`config.mk`:
```
export PLATFORM = sky130hd
export DESIGN_NAME = link_activation
export DESIGN_NICKNAME = d
export VERILOG_FILES = /design/src/verilog/link_act_pkg.sv /design/src/verilog/sync2.sv /design/src/verilog/link_activation.sv
export VERILOG_INCLUDE_DIRS = /design/src /design/src/verilog
export SDC_FILE = /design/constraint.sdc
export NUM_CORES = 1
export LEC_CHECK = 0
export ABC_CLOCK_PERIOD_IN_PS = 5600
export BUFFER_PORTS_ARGS = -buffer_cell sky130_fd_sc_hd__buf_2
export CAP_MARGIN = 0
export CORE_ASPECT_RATIO = 0.5
export CORE_MARGIN = 10
export CORE_UTILIZATION = 54
export CTS_CLUSTER_DIAMETER = 40
export DETAILED_ROUTE_END_ITERATION = 12
export PLACE_DENSITY = 0.73
export SLEW_MARGIN = 40
export SYNTH_ARGS = -nofsm -noshare
export SYNTH_HDL_FRONTEND = slang
export SYNTH_SLANG_ARGS = --single-unit
```
`constraint.sdc`:
```
create_clock -name pclk -period 5.6 [get_ports pclk]
set_input_delay 0.28 -clock pclk [delete_from_list [all_inputs] [get_ports pclk]]
set_output_delay 0.28 -clock pclk [all_outputs]
set_load 0.02 [all_outputs]
```
`src/verilog/link_act_defines.svh`:
```
// offsets, field positions, reset values and timing figures of the activation block
`ifndef LINK_ACT_DEFINES_SVH
`define LINK_ACT_DEFINES_SVH

`define CLK_PERIOD_NS 4
`define NS_PER_MS 1000000
`define POWER_ON_DELAY_MS 1000
`define REQUEST_TIMEOUT_MS 1000
`define REPLY_TIMEOUT_MS 200

`define BAD_FRAME_LIMIT 2'h3
`define CTRL_READY_REPLY 3'h0
`define CTRL_INIT_REQUEST 3'h2
`define INIT_REQUEST_LEN 5'h04
`define READY_REPLY_LEN 5'h08
`define READY_REPLY_LAST 4'h9
`define SPEC_VERSION 8'h08
`define INACT_NEVER 16'hffff

`define OFF_CONFIG 12'h000
`define OFF_TIMING 12'h004
`define OFF_STATUS 12'h008
`define OFF_MASTER_CAP 12'h00c
`define OFF_WINDOW 12'h010

`define CFG_CLK_LSB 0
`define CFG_MAC_LSB 8
`define CFG_RESUME_LSB 16
`define CFG_SELF_RESUME_BIT 24
`define CFG_MTU_LSB 25
`define TIM_INACT_LSB 0
`define TIM_POT_LSB 16
`define WIN_SIZE_LSB 0
`define WIN_ACK_BIT 8
`define WIN_FREE_LSB 16

`define CONFIG_RST 32'h00ffff01
`define TIMING_RST 32'h00ffffff
`define WINDOW_SIZE_RST 3'h4

`endif

```
`src/verilog/link_act_pkg.sv`:
```
// types shared by the activation block
package link_act_pkg;

  typedef enum logic [4:0] {
    ST_POWER_ON = 5'h01,
    ST_RECEIVE = 5'h02,
    ST_REPLY = 5'h04,
    ST_ACTIVE = 5'h08,
    ST_SLEEP = 5'h10
  } link_state_t;

  typedef struct packed {
    logic [7:0] spec_ver;
    logic [7:0] caps;
    logic [7:0] max_clk_mhz;
    logic [7:0] mac_ready_time;
    logic [7:0] resume_time;
    logic [15:0] inactivity_period;
    logic [7:0] power_on_delay;
  } ready_payload_t;

  typedef struct packed {
    logic sclk;
    logic cs_n;
    logic mosi;
  } spi_pins_t;

endpackage

```
`src/verilog/sync2.sv`:
```
// two-stage synchroniser for a group of pin levels
`timescale 1ns/100ps
`default_nettype none

module sync2 #(
  parameter int WIDTH = 1,
  parameter logic [WIDTH-1:0] INIT = '0
) (
  input wire logic clk,
  input wire logic rst_n,
  input wire logic [WIDTH-1:0] d,
  output logic [WIDTH-1:0] q
);

  logic [WIDTH-1:0] meta_reg;

  generate
    if (WIDTH < 1) begin : g_chk
      $error("sync2 width must be at least one");
    end
  endgenerate

  always_ff @(posedge clk or negedge rst_n) begin
    if (!rst_n) begin
      meta_reg <= INIT;
      q <= INIT;
    end else begin
      meta_reg <= d;
      q <= meta_reg;
    end
  end

endmodule

`default_nettype wire

```
`src/verilog/link_activation.sv`:
```
// serial-link activation and capability exchange, slave end, with apb registers
`timescale 1ns/100ps
`default_nettype none
`include "link_act_defines.svh"

module link_activation import link_act_pkg::*; #(
  parameter logic [31:0] POWER_ON_CYCLES =
    32'(`POWER_ON_DELAY_MS * `NS_PER_MS / `CLK_PERIOD_NS),
  parameter logic [31:0] REQUEST_CYCLES =
    32'(`REQUEST_TIMEOUT_MS * `NS_PER_MS / `CLK_PERIOD_NS),
  parameter logic [31:0] REPLY_CYCLES =
    32'(`REPLY_TIMEOUT_MS * `NS_PER_MS / `CLK_PERIOD_NS)
) (
  input wire logic pclk,
  input wire logic presetn,
  input wire logic psel,
  input wire logic penable,
  input wire logic pwrite,
  input wire logic [11:0] paddr,
  input wire logic [31:0] pwdata,
  output logic [31:0] prdata,
  output logic pready,
  output logic pslverr,
  input wire logic spi_sclk,
  input wire logic spi_cs_n,
  input wire logic spi_mosi,
  output logic spi_miso,
  output logic spi_miso_oe,
  output logic power_save
);

  generate
    if (POWER_ON_CYCLES == 0 || REQUEST_CYCLES == 0 || REPLY_CYCLES == 0) begin : g_chk
      $error("timing counts must be at least one cycle");
    end
  endgenerate

  // ----------------------------------------------------------------
  // pin sampling
  // ----------------------------------------------------------------
  spi_pins_t pins_raw;
  spi_pins_t pins_s;
  assign pins_raw = '{sclk: spi_sclk, cs_n: spi_cs_n, mosi: spi_mosi};

  sync2 #(.WIDTH(3), .INIT(3'h2)) u_sync (
    .clk(pclk),
    .rst_n(presetn),
    .d(pins_raw),
    .q(pins_s)
  );

  // ----------------------------------------------------------------
  // state
  // ----------------------------------------------------------------
  link_state_t state_reg, state_next;
  logic [31:0] timer_reg, timer_next;
  logic [1:0] bad_reg, bad_next;
  logic sclk_d_reg, sclk_d_next;
  logic cs_d_reg, cs_d_next;
  logic [2:0] bit_reg, bit_next;
  logic [7:0] shift_reg, shift_next;
  logic [7:0] nbytes_reg, nbytes_next;
  logic [7:0] hdr_reg, hdr_next;
  logic [7:0] chk_reg, chk_next;
  logic [7:0] pay_reg [0:3];
  logic [7:0] pay_next [0:3];
  logic [31:0] mcap_reg, mcap_next;
  ready_payload_t reply_reg, reply_next;
  logic [1:0] mtu_neg_reg, mtu_neg_next;
  logic sending_reg, sending_next;
  logic [3:0] tx_idx_reg, tx_idx_next;
  logic [7:0] tx_sh_reg, tx_sh_next;
  logic miso_reg, miso_next;
  logic oe_reg, oe_next;
  logic ps_reg, ps_next;
  logic [31:0] config_reg, config_next;
  logic [31:0] timing_reg, timing_next;
  logic [2:0] win_reg, win_next;
  logic [3:0] free_reg, free_next;
  logic [31:0] prdata_reg, prdata_next;
  logic pready_reg, pready_next;
  logic pslverr_reg, pslverr_next;

  logic sclk_rise, sclk_fall, cs_fall, cs_rise, byte_done, frame_ok, wr_en, ack;
  logic [7:0] rx_byte;
  logic [7:0] resume_rep;
  logic [1:0] mtu_own;

  assign sclk_rise = pins_s.sclk & ~sclk_d_reg;
  assign sclk_fall = ~pins_s.sclk & sclk_d_reg;
  assign cs_fall = ~pins_s.cs_n & cs_d_reg;
  assign cs_rise = pins_s.cs_n & ~cs_d_reg;
  assign byte_done = sclk_rise & ~pins_s.cs_n & (bit_reg == 3'h7);
  assign rx_byte = {shift_reg[6:0], pins_s.mosi};
  assign wr_en = psel & penable & pready_reg & pwrite;
  assign ack = wr_en & (paddr == `OFF_WINDOW) & pwdata[`WIN_ACK_BIT];
  assign mtu_own = config_reg[`CFG_MTU_LSB +: 2];

  // whole, checksummed init request with the expected length
  assign frame_ok = (hdr_reg[7:5] == `CTRL_INIT_REQUEST) &&
    (hdr_reg[4:0] == `INIT_REQUEST_LEN) && (nbytes_reg == 8'h06) &&
    (bit_reg == 3'h0) && (chk_reg == 8'h00);

  function automatic logic [7:0] reply_byte(input ready_payload_t p, input logic [3:0] idx);
    logic [63:0] flat;
    logic [7:0] hdr;
    logic [7:0] sum;
    logic [7:0] r;
    flat = p;
    hdr = {`CTRL_READY_REPLY, `READY_REPLY_LEN};
    sum = hdr;
    r = hdr;
    for (int i = 1; i <= 8; i++) begin
      sum = sum ^ flat[71-8*i -: 8];
      if (idx == 4'(i)) begin
        r = flat[71-8*i -: 8];
      end
    end
    if (idx == `READY_REPLY_LAST) begin
      r = sum;
    end
    return r;
  endfunction

  // ----------------------------------------------------------------
  // link and activation sequence
  // ----------------------------------------------------------------
  always_comb begin
    state_next = state_reg;
    timer_next = timer_reg + 32'h1;
    bad_next = bad_reg;
    sclk_d_next = pins_s.sclk;
    cs_d_next = pins_s.cs_n;
    bit_next = bit_reg;
    shift_next = shift_reg;
    nbytes_next = nbytes_reg;
    hdr_next = hdr_reg;
    chk_next = chk_reg;
    for (int i = 0; i < 4; i++) begin
      pay_next[i] = pay_reg[i];
    end
    mcap_next = mcap_reg;
    reply_next = reply_reg;
    mtu_neg_next = mtu_neg_reg;
    sending_next = sending_reg;
    tx_idx_next = tx_idx_reg;
    tx_sh_next = tx_sh_reg;
    miso_next = miso_reg;
    oe_next = ~pins_s.cs_n;
    free_next = free_reg;
    resume_rep = config_reg[`CFG_RESUME_LSB +: 8];
    if (config_reg[`CFG_SELF_RESUME_BIT] &&
        (resume_rep < config_reg[`CFG_MAC_LSB +: 8])) begin
      resume_rep = config_reg[`CFG_MAC_LSB +: 8];
    end

    if (ack && free_reg < {1'b0, win_reg}) begin
      free_next = free_reg + 4'h1;
    end

    if (cs_fall) begin
      bit_next = 3'h0;
      nbytes_next = 8'h00;
      chk_next = 8'h00;
      if (state_reg == ST_SLEEP) begin
        state_next = ST_RECEIVE;
        timer_next = 32'h0;
        bad_next = 2'h0;
      end
      if (state_reg == ST_REPLY) begin
        if (tx_idx_reg == 4'h0 && !sending_reg) begin
          // a fresh frame needs a free slot; a continued one does not
          if (free_next != 4'h0) begin
            sending_next = 1'b1;
            free_next = free_next - 4'h1;
          end
        end
        tx_sh_next = reply_byte(reply_reg, tx_idx_reg);
        miso_next = tx_sh_next[7];
      end
    end

    if (sclk_rise && !pins_s.cs_n) begin
      bit_next = bit_reg + 3'h1;
      shift_next = rx_byte;
      if (byte_done) begin
        chk_next = chk_reg ^ rx_byte;
        if (nbytes_reg != 8'hff) begin
          nbytes_next = nbytes_reg + 8'h1;
        end
        if (nbytes_reg == 8'h00) begin
          hdr_next = rx_byte;
        end else if (nbytes_reg <= 8'h04) begin
          pay_next[2'(nbytes_reg - 8'h1)] = rx_byte;
        end
        if (sending_reg && tx_idx_reg == `READY_REPLY_LAST) begin
          sending_next = 1'b0;
          tx_idx_next = 4'h0;
          state_next = ST_ACTIVE;
        end
      end
    end

    if (sclk_fall && !pins_s.cs_n && sending_reg) begin
      if (bit_reg == 3'h0) begin
        tx_idx_next = tx_idx_reg + 4'h1;
        tx_sh_next = reply_byte(reply_reg, tx_idx_next);
      end else begin
        tx_sh_next = {tx_sh_reg[6:0], 1'b0};
      end
      miso_next = tx_sh_next[7];
    end

    // accesses that carry the reply are not judged as frames, except the one that carries its last byte
    if (cs_rise && !sending_reg && nbytes_reg != 8'h00) begin
      if (state_reg == ST_RECEIVE || state_reg == ST_ACTIVE) begin
        if (frame_ok) begin
          mcap_next = {pay_reg[0], pay_reg[1], pay_reg[2], pay_reg[3]};
          mtu_neg_next = (pay_reg[1][2:1] < mtu_own) ? pay_reg[1][2:1] : mtu_own;
          reply_next.spec_ver = `SPEC_VERSION;
          reply_next.caps = {5'h00, mtu_own, 1'b0};
          reply_next.max_clk_mhz = config_reg[`CFG_CLK_LSB +: 8];
          reply_next.mac_ready_time = config_reg[`CFG_MAC_LSB +: 8];
          reply_next.resume_time = resume_rep;
          reply_next.inactivity_period = ({pay_reg[2], pay_reg[3]} == `INACT_NEVER) ?
            `INACT_NEVER : timing_reg[`TIM_INACT_LSB +: 16];
          reply_next.power_on_delay = timing_reg[`TIM_POT_LSB +: 8];
          state_next = ST_REPLY;
          tx_idx_next = 4'h0;
          timer_next = 32'h0;
          bad_next = 2'h0;
        end else if (state_reg == ST_RECEIVE) begin
          bad_next = bad_reg + 2'h1;
          if (bad_next == `BAD_FRAME_LIMIT) begin
            state_next = ST_SLEEP;
          end
        end
      end
    end

    case (state_reg)
      ST_POWER_ON: begin
        if (timer_reg >= POWER_ON_CYCLES - 32'h1) begin
          state_next = ST_RECEIVE;
          timer_next = 32'h0;
        end
      end
      ST_RECEIVE: begin
        if (state_next == ST_RECEIVE && timer_reg >= REQUEST_CYCLES - 32'h1) begin
          state_next = ST_SLEEP;
        end
      end
      ST_REPLY: begin
        if (state_next == ST_REPLY && timer_reg >= REPLY_CYCLES - 32'h1) begin
          state_next = ST_RECEIVE;
          timer_next = 32'h0;
          sending_next = 1'b0;
          tx_idx_next = 4'h0;
        end
      end
      ST_ACTIVE: begin
        timer_next = 32'h0;
      end
      ST_SLEEP: begin
        timer_next = 32'h0;
      end
      default: begin
        state_next = ST_POWER_ON;
      end
    endcase
    if (!oe_next) begin
      miso_next = 1'b0;
    end
    ps_next = (state_next == ST_SLEEP);
  end

  always_ff @(posedge pclk or negedge presetn) begin
    if (!presetn) begin
      state_reg <= ST_POWER_ON;
      timer_reg <= 32'h0;
      bad_reg <= 2'h0;
      sclk_d_reg <= 1'b0;
      cs_d_reg <= 1'b1;
      bit_reg <= 3'h0;
      shift_reg <= 8'h00;
      nbytes_reg <= 8'h00;
      hdr_reg <= 8'h00;
      chk_reg <= 8'h00;
      for (int i = 0; i < 4; i++) begin
        pay_reg[i] <= 8'h00;
      end
      mcap_reg <= 32'h0;
      reply_reg <= '0;
      mtu_neg_reg <= 2'h0;
      sending_reg <= 1'b0;
      tx_idx_reg <= 4'h0;
      tx_sh_reg <= 8'h00;
      miso_reg <= 1'b0;
      oe_reg <= 1'b0;
      ps_reg <= 1'b0;
      free_reg <= {1'b0, `WINDOW_SIZE_RST};
    end else begin
      state_reg <= state_next;
      timer_reg <= timer_next;
      bad_reg <= bad_next;
      sclk_d_reg <= sclk_d_next;
      cs_d_reg <= cs_d_next;
      bit_reg <= bit_next;
      shift_reg <= shift_next;
      nbytes_reg <= nbytes_next;
      hdr_reg <= hdr_next;
      chk_reg <= chk_next;
      for (int i = 0; i < 4; i++) begin
        pay_reg[i] <= pay_next[i];
      end
      mcap_reg <= mcap_next;
      reply_reg <= reply_next;
      mtu_neg_reg <= mtu_neg_next;
      sending_reg <= sending_next;
      tx_idx_reg <= tx_idx_next;
      tx_sh_reg <= tx_sh_next;
      miso_reg <= miso_next;
      oe_reg <= oe_next;
      ps_reg <= ps_next;
      free_reg <= free_next;
    end
  end

  // ----------------------------------------------------------------
  // apb registers
  // ----------------------------------------------------------------
  always_comb begin
    config_next = config_reg;
    timing_next = timing_reg;
    win_next = win_reg;
    pready_next = psel & penable & ~pready_reg;
    prdata_next = 32'h0;
    pslverr_next = 1'b0;
    if (wr_en) begin
      case (paddr)
        `OFF_CONFIG: config_next = {5'h00, pwdata[26:0]};
        `OFF_TIMING: timing_next = {8'h00, pwdata[23:0]};
        `OFF_WINDOW: begin
          if (pwdata[`WIN_SIZE_LSB +: 3] != 3'h0) begin
            win_next = pwdata[`WIN_SIZE_LSB +: 3];
          end
        end
        default: begin
        end
      endcase
    end
    if (psel && penable && !pready_reg) begin
      case (paddr)
        `OFF_CONFIG: prdata_next = config_reg;
        `OFF_TIMING: prdata_next = timing_reg;
        `OFF_STATUS: prdata_next = {23'h0, mtu_neg_reg, bad_reg, state_reg};
        `OFF_MASTER_CAP: prdata_next = mcap_reg;
        `OFF_WINDOW: prdata_next = {12'h0, free_reg, 13'h0, win_reg};
        default: pslverr_next = 1'b1;
      endcase
    end
  end

  always_ff @(posedge pclk or negedge presetn) begin
    if (!presetn) begin
      config_reg <= `CONFIG_RST;
      timing_reg <= `TIMING_RST;
      win_reg <= `WINDOW_SIZE_RST;
      prdata_reg <= 32'h0;
      pready_reg <= 1'b0;
      pslverr_reg <= 1'b0;
    end else begin
      config_reg <= config_next;
      timing_reg <= timing_next;
      win_reg <= win_next;
      prdata_reg <= prdata_next;
      pready_reg <= pready_next;
      pslverr_reg <= pslverr_next;
    end
  end

  assign prdata = prdata_reg;
  assign pready = pready_reg;
  assign pslverr = pslverr_reg;
  assign spi_miso = miso_reg;
  assign spi_miso_oe = oe_reg;
  assign power_save = ps_reg;

endmodule

`default_nettype wire

```
==> flow_metrics.tcl, run 1 <==
set metrics [dict create \
    status "completed" \
    switching_power_w 0.00153 \
    critPathRequiredTime_ns 6.09 \
    drc 0 \
    clk_pin_slew_worst_paths_ns 0.07 \
    clock_power_share 0.392 \
    drv_cap 0 \
    synth_seq_cells 305 \
    cts_tree "yes" \
    worst_setup_path_start_kind "flip-flop" \
    setup_tns_ns 0 \
    worst_slack_ns 2.05 \
    initial_core_util 0.552 \
    synth_sequential_area_ratio 0.499 \
    rows 43 \
    crit_top_cell "nand3_1" \
    syn_nets 1634 \
    core-area_sq_um 27900 \
    die_w_um 259 \
    vias 12300 \
    synth_flop_cell "dfrtp_1" \
    combPwrFrac 0.146 \
    die-area_sq_um 36100 \
    power_density_nw_per_um2 297 \
    grt_usage 0.233 \
    cp_slowest_cell "and3b_1" \
    drt_iter0_drc 1090 \
    final_common_cell "nand2_1" \
    pwr-share-seq 0.462 \
    cts_max_path_buffers 3 \
    dp.cells 1949 \
    worstMarginPinSlew_ns 0.834 \
    layout.cells.non_filler 2038 \
    cts_resized 0 \
    grt_pass1_wl_mm 67.4 \
    ir_drop_mv 0.224 \
    synthMuxAreaShare 0.103 \
    overflow 0 \
    post-dp-hpwl_mm 30.4 \
    wl_per_cell_um 21.1 \
    drive_gt1_frac 0.197 \
    p_leak_nw 8.17 \
    hold_class "input port to flip-flop" \
    timing.fmax_ghz 0.282 \
    drt_first_pass_iters 6 \
    num_io_pins 89 \
    antenna_left 0 \
    synth.distinct_cells 78 \
    synth_warnings 0 \
    intPower_w 0.00367 \
    clock_sinks 305 \
    placed_area_sq_um 16200 \
    finalInstanceArea_sq_um 17500 \
    die_h_um 139 \
    async_flop_share 1.00 \
    max-slew-margin-rel 0.442 \
    max_stage_delay_ns 0.52 \
    dp_slack_ns 2.16 \
    area_growth_pct 13.4 \
    largest_reg_flops 51 \
    period_minus_slack_ns 3.55 \
    postSynthAreaPerCell_sq_um 9.92 \
    crit_path_end_kind "flip-flop" \
    critPathKind "flip-flop to flip-flop" \
    routed_wirelength_mm 42.9 \
    setup-violations-final 0 \
    synthXorXnorAreaFrac 0.0443 \
    yosys-top-cells-area "dfrtp_1, dfstp_2, mux2_2" \
    cts_buffers 30 \
    power_w 0.00519 \
    crit_fanout 31 \
    finalClockSkew_ns 0.0133 \
    finalHoldViolations 0 \
    mostFrequentLayoutCells "nand2_1, dfrtp_1, nor2_1" \
    synth_top_family_by_area "simple AND/OR/NAND/NOR gates" \
    synth_fa_ha_area_frac 0.0227 \
    viasPerCell 6.02 \
    switching_share 0.294 \
    antenna_found_initial 4 \
    slew_viol_final 0 \
    insertion_delay_ns 0.58 \
    synth_edf_count 0 \
    yosysTopAreaCellShare 0.419 \
    synthSimpleGateAreaFrac 0.183 \
    crit_chain "inv_1 -> ha_1 -> and3b_1 -> nand3_1 -> nand3_1 -> o2bb2ai_2 -> a211oi_2 -> a41o_2 -> nor3_1" \
    nNetsFinal 1710 \
    grt_pass1_vias 12100 \
    place.gp.congestion 0.932 \
    synth_compound_area_frac 0.117 \
    fin_crit_sh 0.633 \
    synth_area_sq_um 15400 \
    synth_top_area_cell "dfrtp_1" \
    rsz0062_at_grt "false" \
    crit_arrival_ns 4.04 \
    grt_start_max_net_pins 112 \
    port_buffers 83 \
    cts_root_buffer "clkbuf_16" \
    netlist_instances 1554 \
    htree_levels 1 \
]
[power by group through the flow]
stage          Combinational, W  Clock [W]  Sequential (W)
2_1_floorplan          0.000520          0         0.00234
3_3_place_gp           0.000705          0         0.00243
3_5_place_dp           0.000716          0         0.00244
4_1_cts                0.000736    0.00206         0.00240
5_1_grt                0.000827    0.00216         0.00241
6_report               0.000756    0.00204         0.00240
[worst paths after layout]
kind	from	end	slack (ns)	cells past startpoint
setup / recovery	tx_idx_reg[1]	timer_reg[24]	2.05	9
hold / removal	pwdata[0]	config_reg[0]	0.03	2
setup reg to reg	tx_idx_reg[1]	timer_reg[24]	2.05	9
hold reg to reg	u_sync.meta_reg[1]	u_sync.q[1]	0.35	0
max in group asynchronous	presetn	free_reg[2]	4.13	4
min in group asynchronous	presetn	timer_reg[12]	0.16	2
[layout make-up]
type	instances	area [sq um]
flip-flops and latches	305	7690
multi-input cells	1133	7300
clock buffers	41	822
inverters	33	124
diodes	2	5.00
fillers	2227	10400
well taps	382	478
clock inverters	15	171
repair buffers	127	887
[per-layer routing]
| metal | wire length (um) | vias up | GRT usage |
|---|---|---|---|
| met2 | 20100 | 417 | 0.372 |
| met1 | 18800 | 6155 | 0.321 |
| li1 | - | 5624 | - |
| met4 | 869 | 2 | 0.0563 |
| met3 | 3140 | 74 | 0.0453 |
| met5 | 13 | - | 0 |
[logic make-up after synthesis]
kind of cell / Yosys count
buffers and inverters: 116
XOR/XNOR: 78
flip-flops: 305
multiplexers: 134
AO/OA/AOI/OAI: 272
adder cells (fa/ha/maj): 28
AND/OR/NAND/NOR: 621
[through the flow]
step / hold slack, ns / util
2_1_floorplan: -0.0156 / -
3_3_place_gp: 0.332 / 0.576
3_5_place_dp: 0.348 / 0.578
4_1_cts: 0.00587 / 0.625
5_1_grt: 0.0115 / 0.626
6_report: 0.0340 / 0.626
[critical path, delay by kind of cell (launching register included)]
kind / cells / cell delay [ns]
AOI/OAI and AO/OA: 3 / 0.81
buffers and inverters: 1 / 0.13
and+or+nand+nor: 4 / 1.55
adders and majority gates: 1 / 0.46
DFF: 1 / 0.49
[Yosys cell counts (all sizes together) (25+ instances only)]
cell,n
dfstp,47
a21oi,46
nor2,158
nand4,25
ha,28
inv,33
nor3,42
dfrtp,258
nand2,264
mux2,101
o21ai,96
xnor2,49
clkbuf,65
xor2,29
nand3,38
[timing repair]
item	4_1_cts	5_1_grt
hold endpoints to repair	152	0
hold buffers	30	0
buffers inserted	0	0
Power figures use the tool's default switching activity.
==> run 2: changes to the inputs <==
Settings changed: ABC_CLOCK_PERIOD_IN_PS 5600 to 2900, PLACE_DENSITY 0.73 to 0.76.
Clock period 5.6 ns to 2.9 ns, I/O delays scaled along.
==> flow_metrics.tcl, run 2 (synthesis results as in run 1) <==
set metrics [dict create \
    status "completed" \
    wl_per_cell_um 21.8 \
    insertion_delay_ns 0.57 \
    cts_max_path_buffers 3 \
    critPathKind "flip-flop to flip-flop" \
    core-area_sq_um 27900 \
    combPwrFrac 0.168 \
    reg2reg_from "tx_idx_reg[1]" \
    final_common_cell "nand2_1" \
    drt_first_pass_iters 7 \
    setup_tns_ns 0 \
    drv_cap 0 \
    largest_reg_flops 51 \
    ir_drop_mv 0.470 \
    grt_usage 0.251 \
    p_leak_nw 8.47 \
    n_fill_cell 2141 \
    switching_share 0.293 \
    drc 0 \
    r2r_cells 9 \
    cts_buffers 28 \
    pwr-share-seq 0.457 \
    viasPerCell 6.13 \
    area_growth_pct 16.4 \
    vias 12900 \
    max-slew-margin-rel 0.565 \
    crit_path_end_kind "flip-flop" \
    crit_arrival_ns 3.13 \
    finalInstanceArea_sq_um 17900 \
    placed_area_sq_um 16600 \
    rrSetupSlack_ns 0.24 \
    clock_power_share 0.375 \
    worstMarginPinSlew_ns 0.646 \
    overflow 0 \
    cts_tree "yes" \
    htree_levels 1 \
    grt_pass1_vias 12800 \
    drive_gt1_frac 0.224 \
    worst_setup_path_start_kind "flip-flop" \
    layout.cells.non_filler 2100 \
    die-area_sq_um 36100 \
    switching_power_w 0.00295 \
    antenna_left 0 \
    period_minus_slack_ns 2.66 \
    setup-violations-final 0 \
    clock_sinks 305 \
    port_buffers 83 \
    grt_pass1_wl_mm 72.8 \
    place.gp.congestion 0.959 \
    cts_root_buffer "clkbuf_16" \
    clk_pin_slew_worst_paths_ns 0.07 \
    finalClockSkew_ns 0.0116 \
    finalHoldWorstSlack_ns 0.0206 \
    num_io_pins 89 \
    slew_viol_final 0 \
    drt_iter0_drc 1138 \
    initial_core_util 0.552 \
    dp.cells 2012 \
    crit_fanout 10 \
    mostFrequentLayoutCells "nand2_1, dfrtp_1, nor2_1" \
    nNetsFinal 1775 \
    critPathRequiredTime_ns 3.37 \
    r2r_end "state_reg[3]" \
    die_h_um 139 \
    hold_class "input port to async pin" \
    timing.fmax_ghz 0.377 \
    cts_setup_buffers 0 \
    post-dp-hpwl_mm 32.7 \
    die_w_um 259 \
    power_density_nw_per_um2 561 \
    rows 43 \
    fin_crit_sh 0.916 \
    grt_start_max_net_pins 106 \
    intPower_w 0.00712 \
    routed_wirelength_mm 45.7 \
    final_util 0.643 \
    finalHoldViolations 0 \
    antenna_found_initial 2 \
    rsz0062_at_grt "false" \
]
[run 2: worst max-delay path, stage by stage, from the launching register on]
cell      delay, ns
dfrtp_1        0.49
inv_1          0.12
ha_1           0.31
inv_1          0.17
or3_1          0.45
nor3_1         0.37
nor2_1         0.15
nand4_1        0.14
nand3_1        0.12
a211oi_1       0.23
[run 2: layer usage]
metal  routed length [um]  track usage  up-vias
li1                     -            -     5763
met1                19300        0.339     6465
met2                21100        0.398      520
met3                 3950       0.0536      121
met4                 1360       0.0770        0
met5                    0            0        -
[run 2: repair_timing]
item | CTS | global route
resized for setup | 0 | 1
endpoints found under the hold margin | 136 | 0
hold buffers | 34 | 0
setup endpoints to repair | 0 | 1
[run 2: power groups by stage]
| stage | combinational [W] | clock (W) | sequential, W |
|---|---|---|---|
| final | 0.00169 | 0.00378 | 0.00460 |
| after global routing | 0.00184 | 0.00400 | 0.00462 |
| after CTS | 0.00165 | 0.00381 | 0.00459 |
| after detailed placement | 0.00160 | 0 | 0.00467 |
| after global placement | 0.00157 | 0 | 0.00466 |
| after floorplan | 0.00100 | 0 | 0.00452 |
[run 2: worst max path at each step]
stage | start | endpoint | cells past startpoint
detailed placement | tx_idx_reg[1] | state_reg[3] | 9
global route | tx_idx_reg[1] | state_reg[3] | 9
CTS | nbytes_reg[1] | timer_reg[24] | 9
floorplan | nbytes_reg[0] | timer_reg[5] | 11
finish | tx_idx_reg[1] | state_reg[3] | 9
global placement | nbytes_reg[1] | timer_reg[24] | 9
[run 2: per-stage QoR]
| step | setup WS, ns | power [W] |
|---|---|---|
| after floorplan | 0.395 | 0.00552 |
| after global placement | 0.352 | 0.00624 |
| after detailed placement | 0.264 | 0.00627 |
| after CTS | 0.250 | 0.0101 |
| after global routing | 0.0386 | 0.0105 |
| final | 0.245 | 0.0101 |
[run 2: final cells by class]
class	count	area, sq um	area share
Clock buffer	37	774	0.0432
Tap cell	382	478	0.0266
Inverter	33	124	0.00690
Multi-Input combinational cell	1133	7270	0.405
Clock inverter	15	164	0.00914
Sequential cell	305	7690	0.429
Antenna cell	1	2.50	0.000139
Timing Repair Buffer	194	1440	0.0802
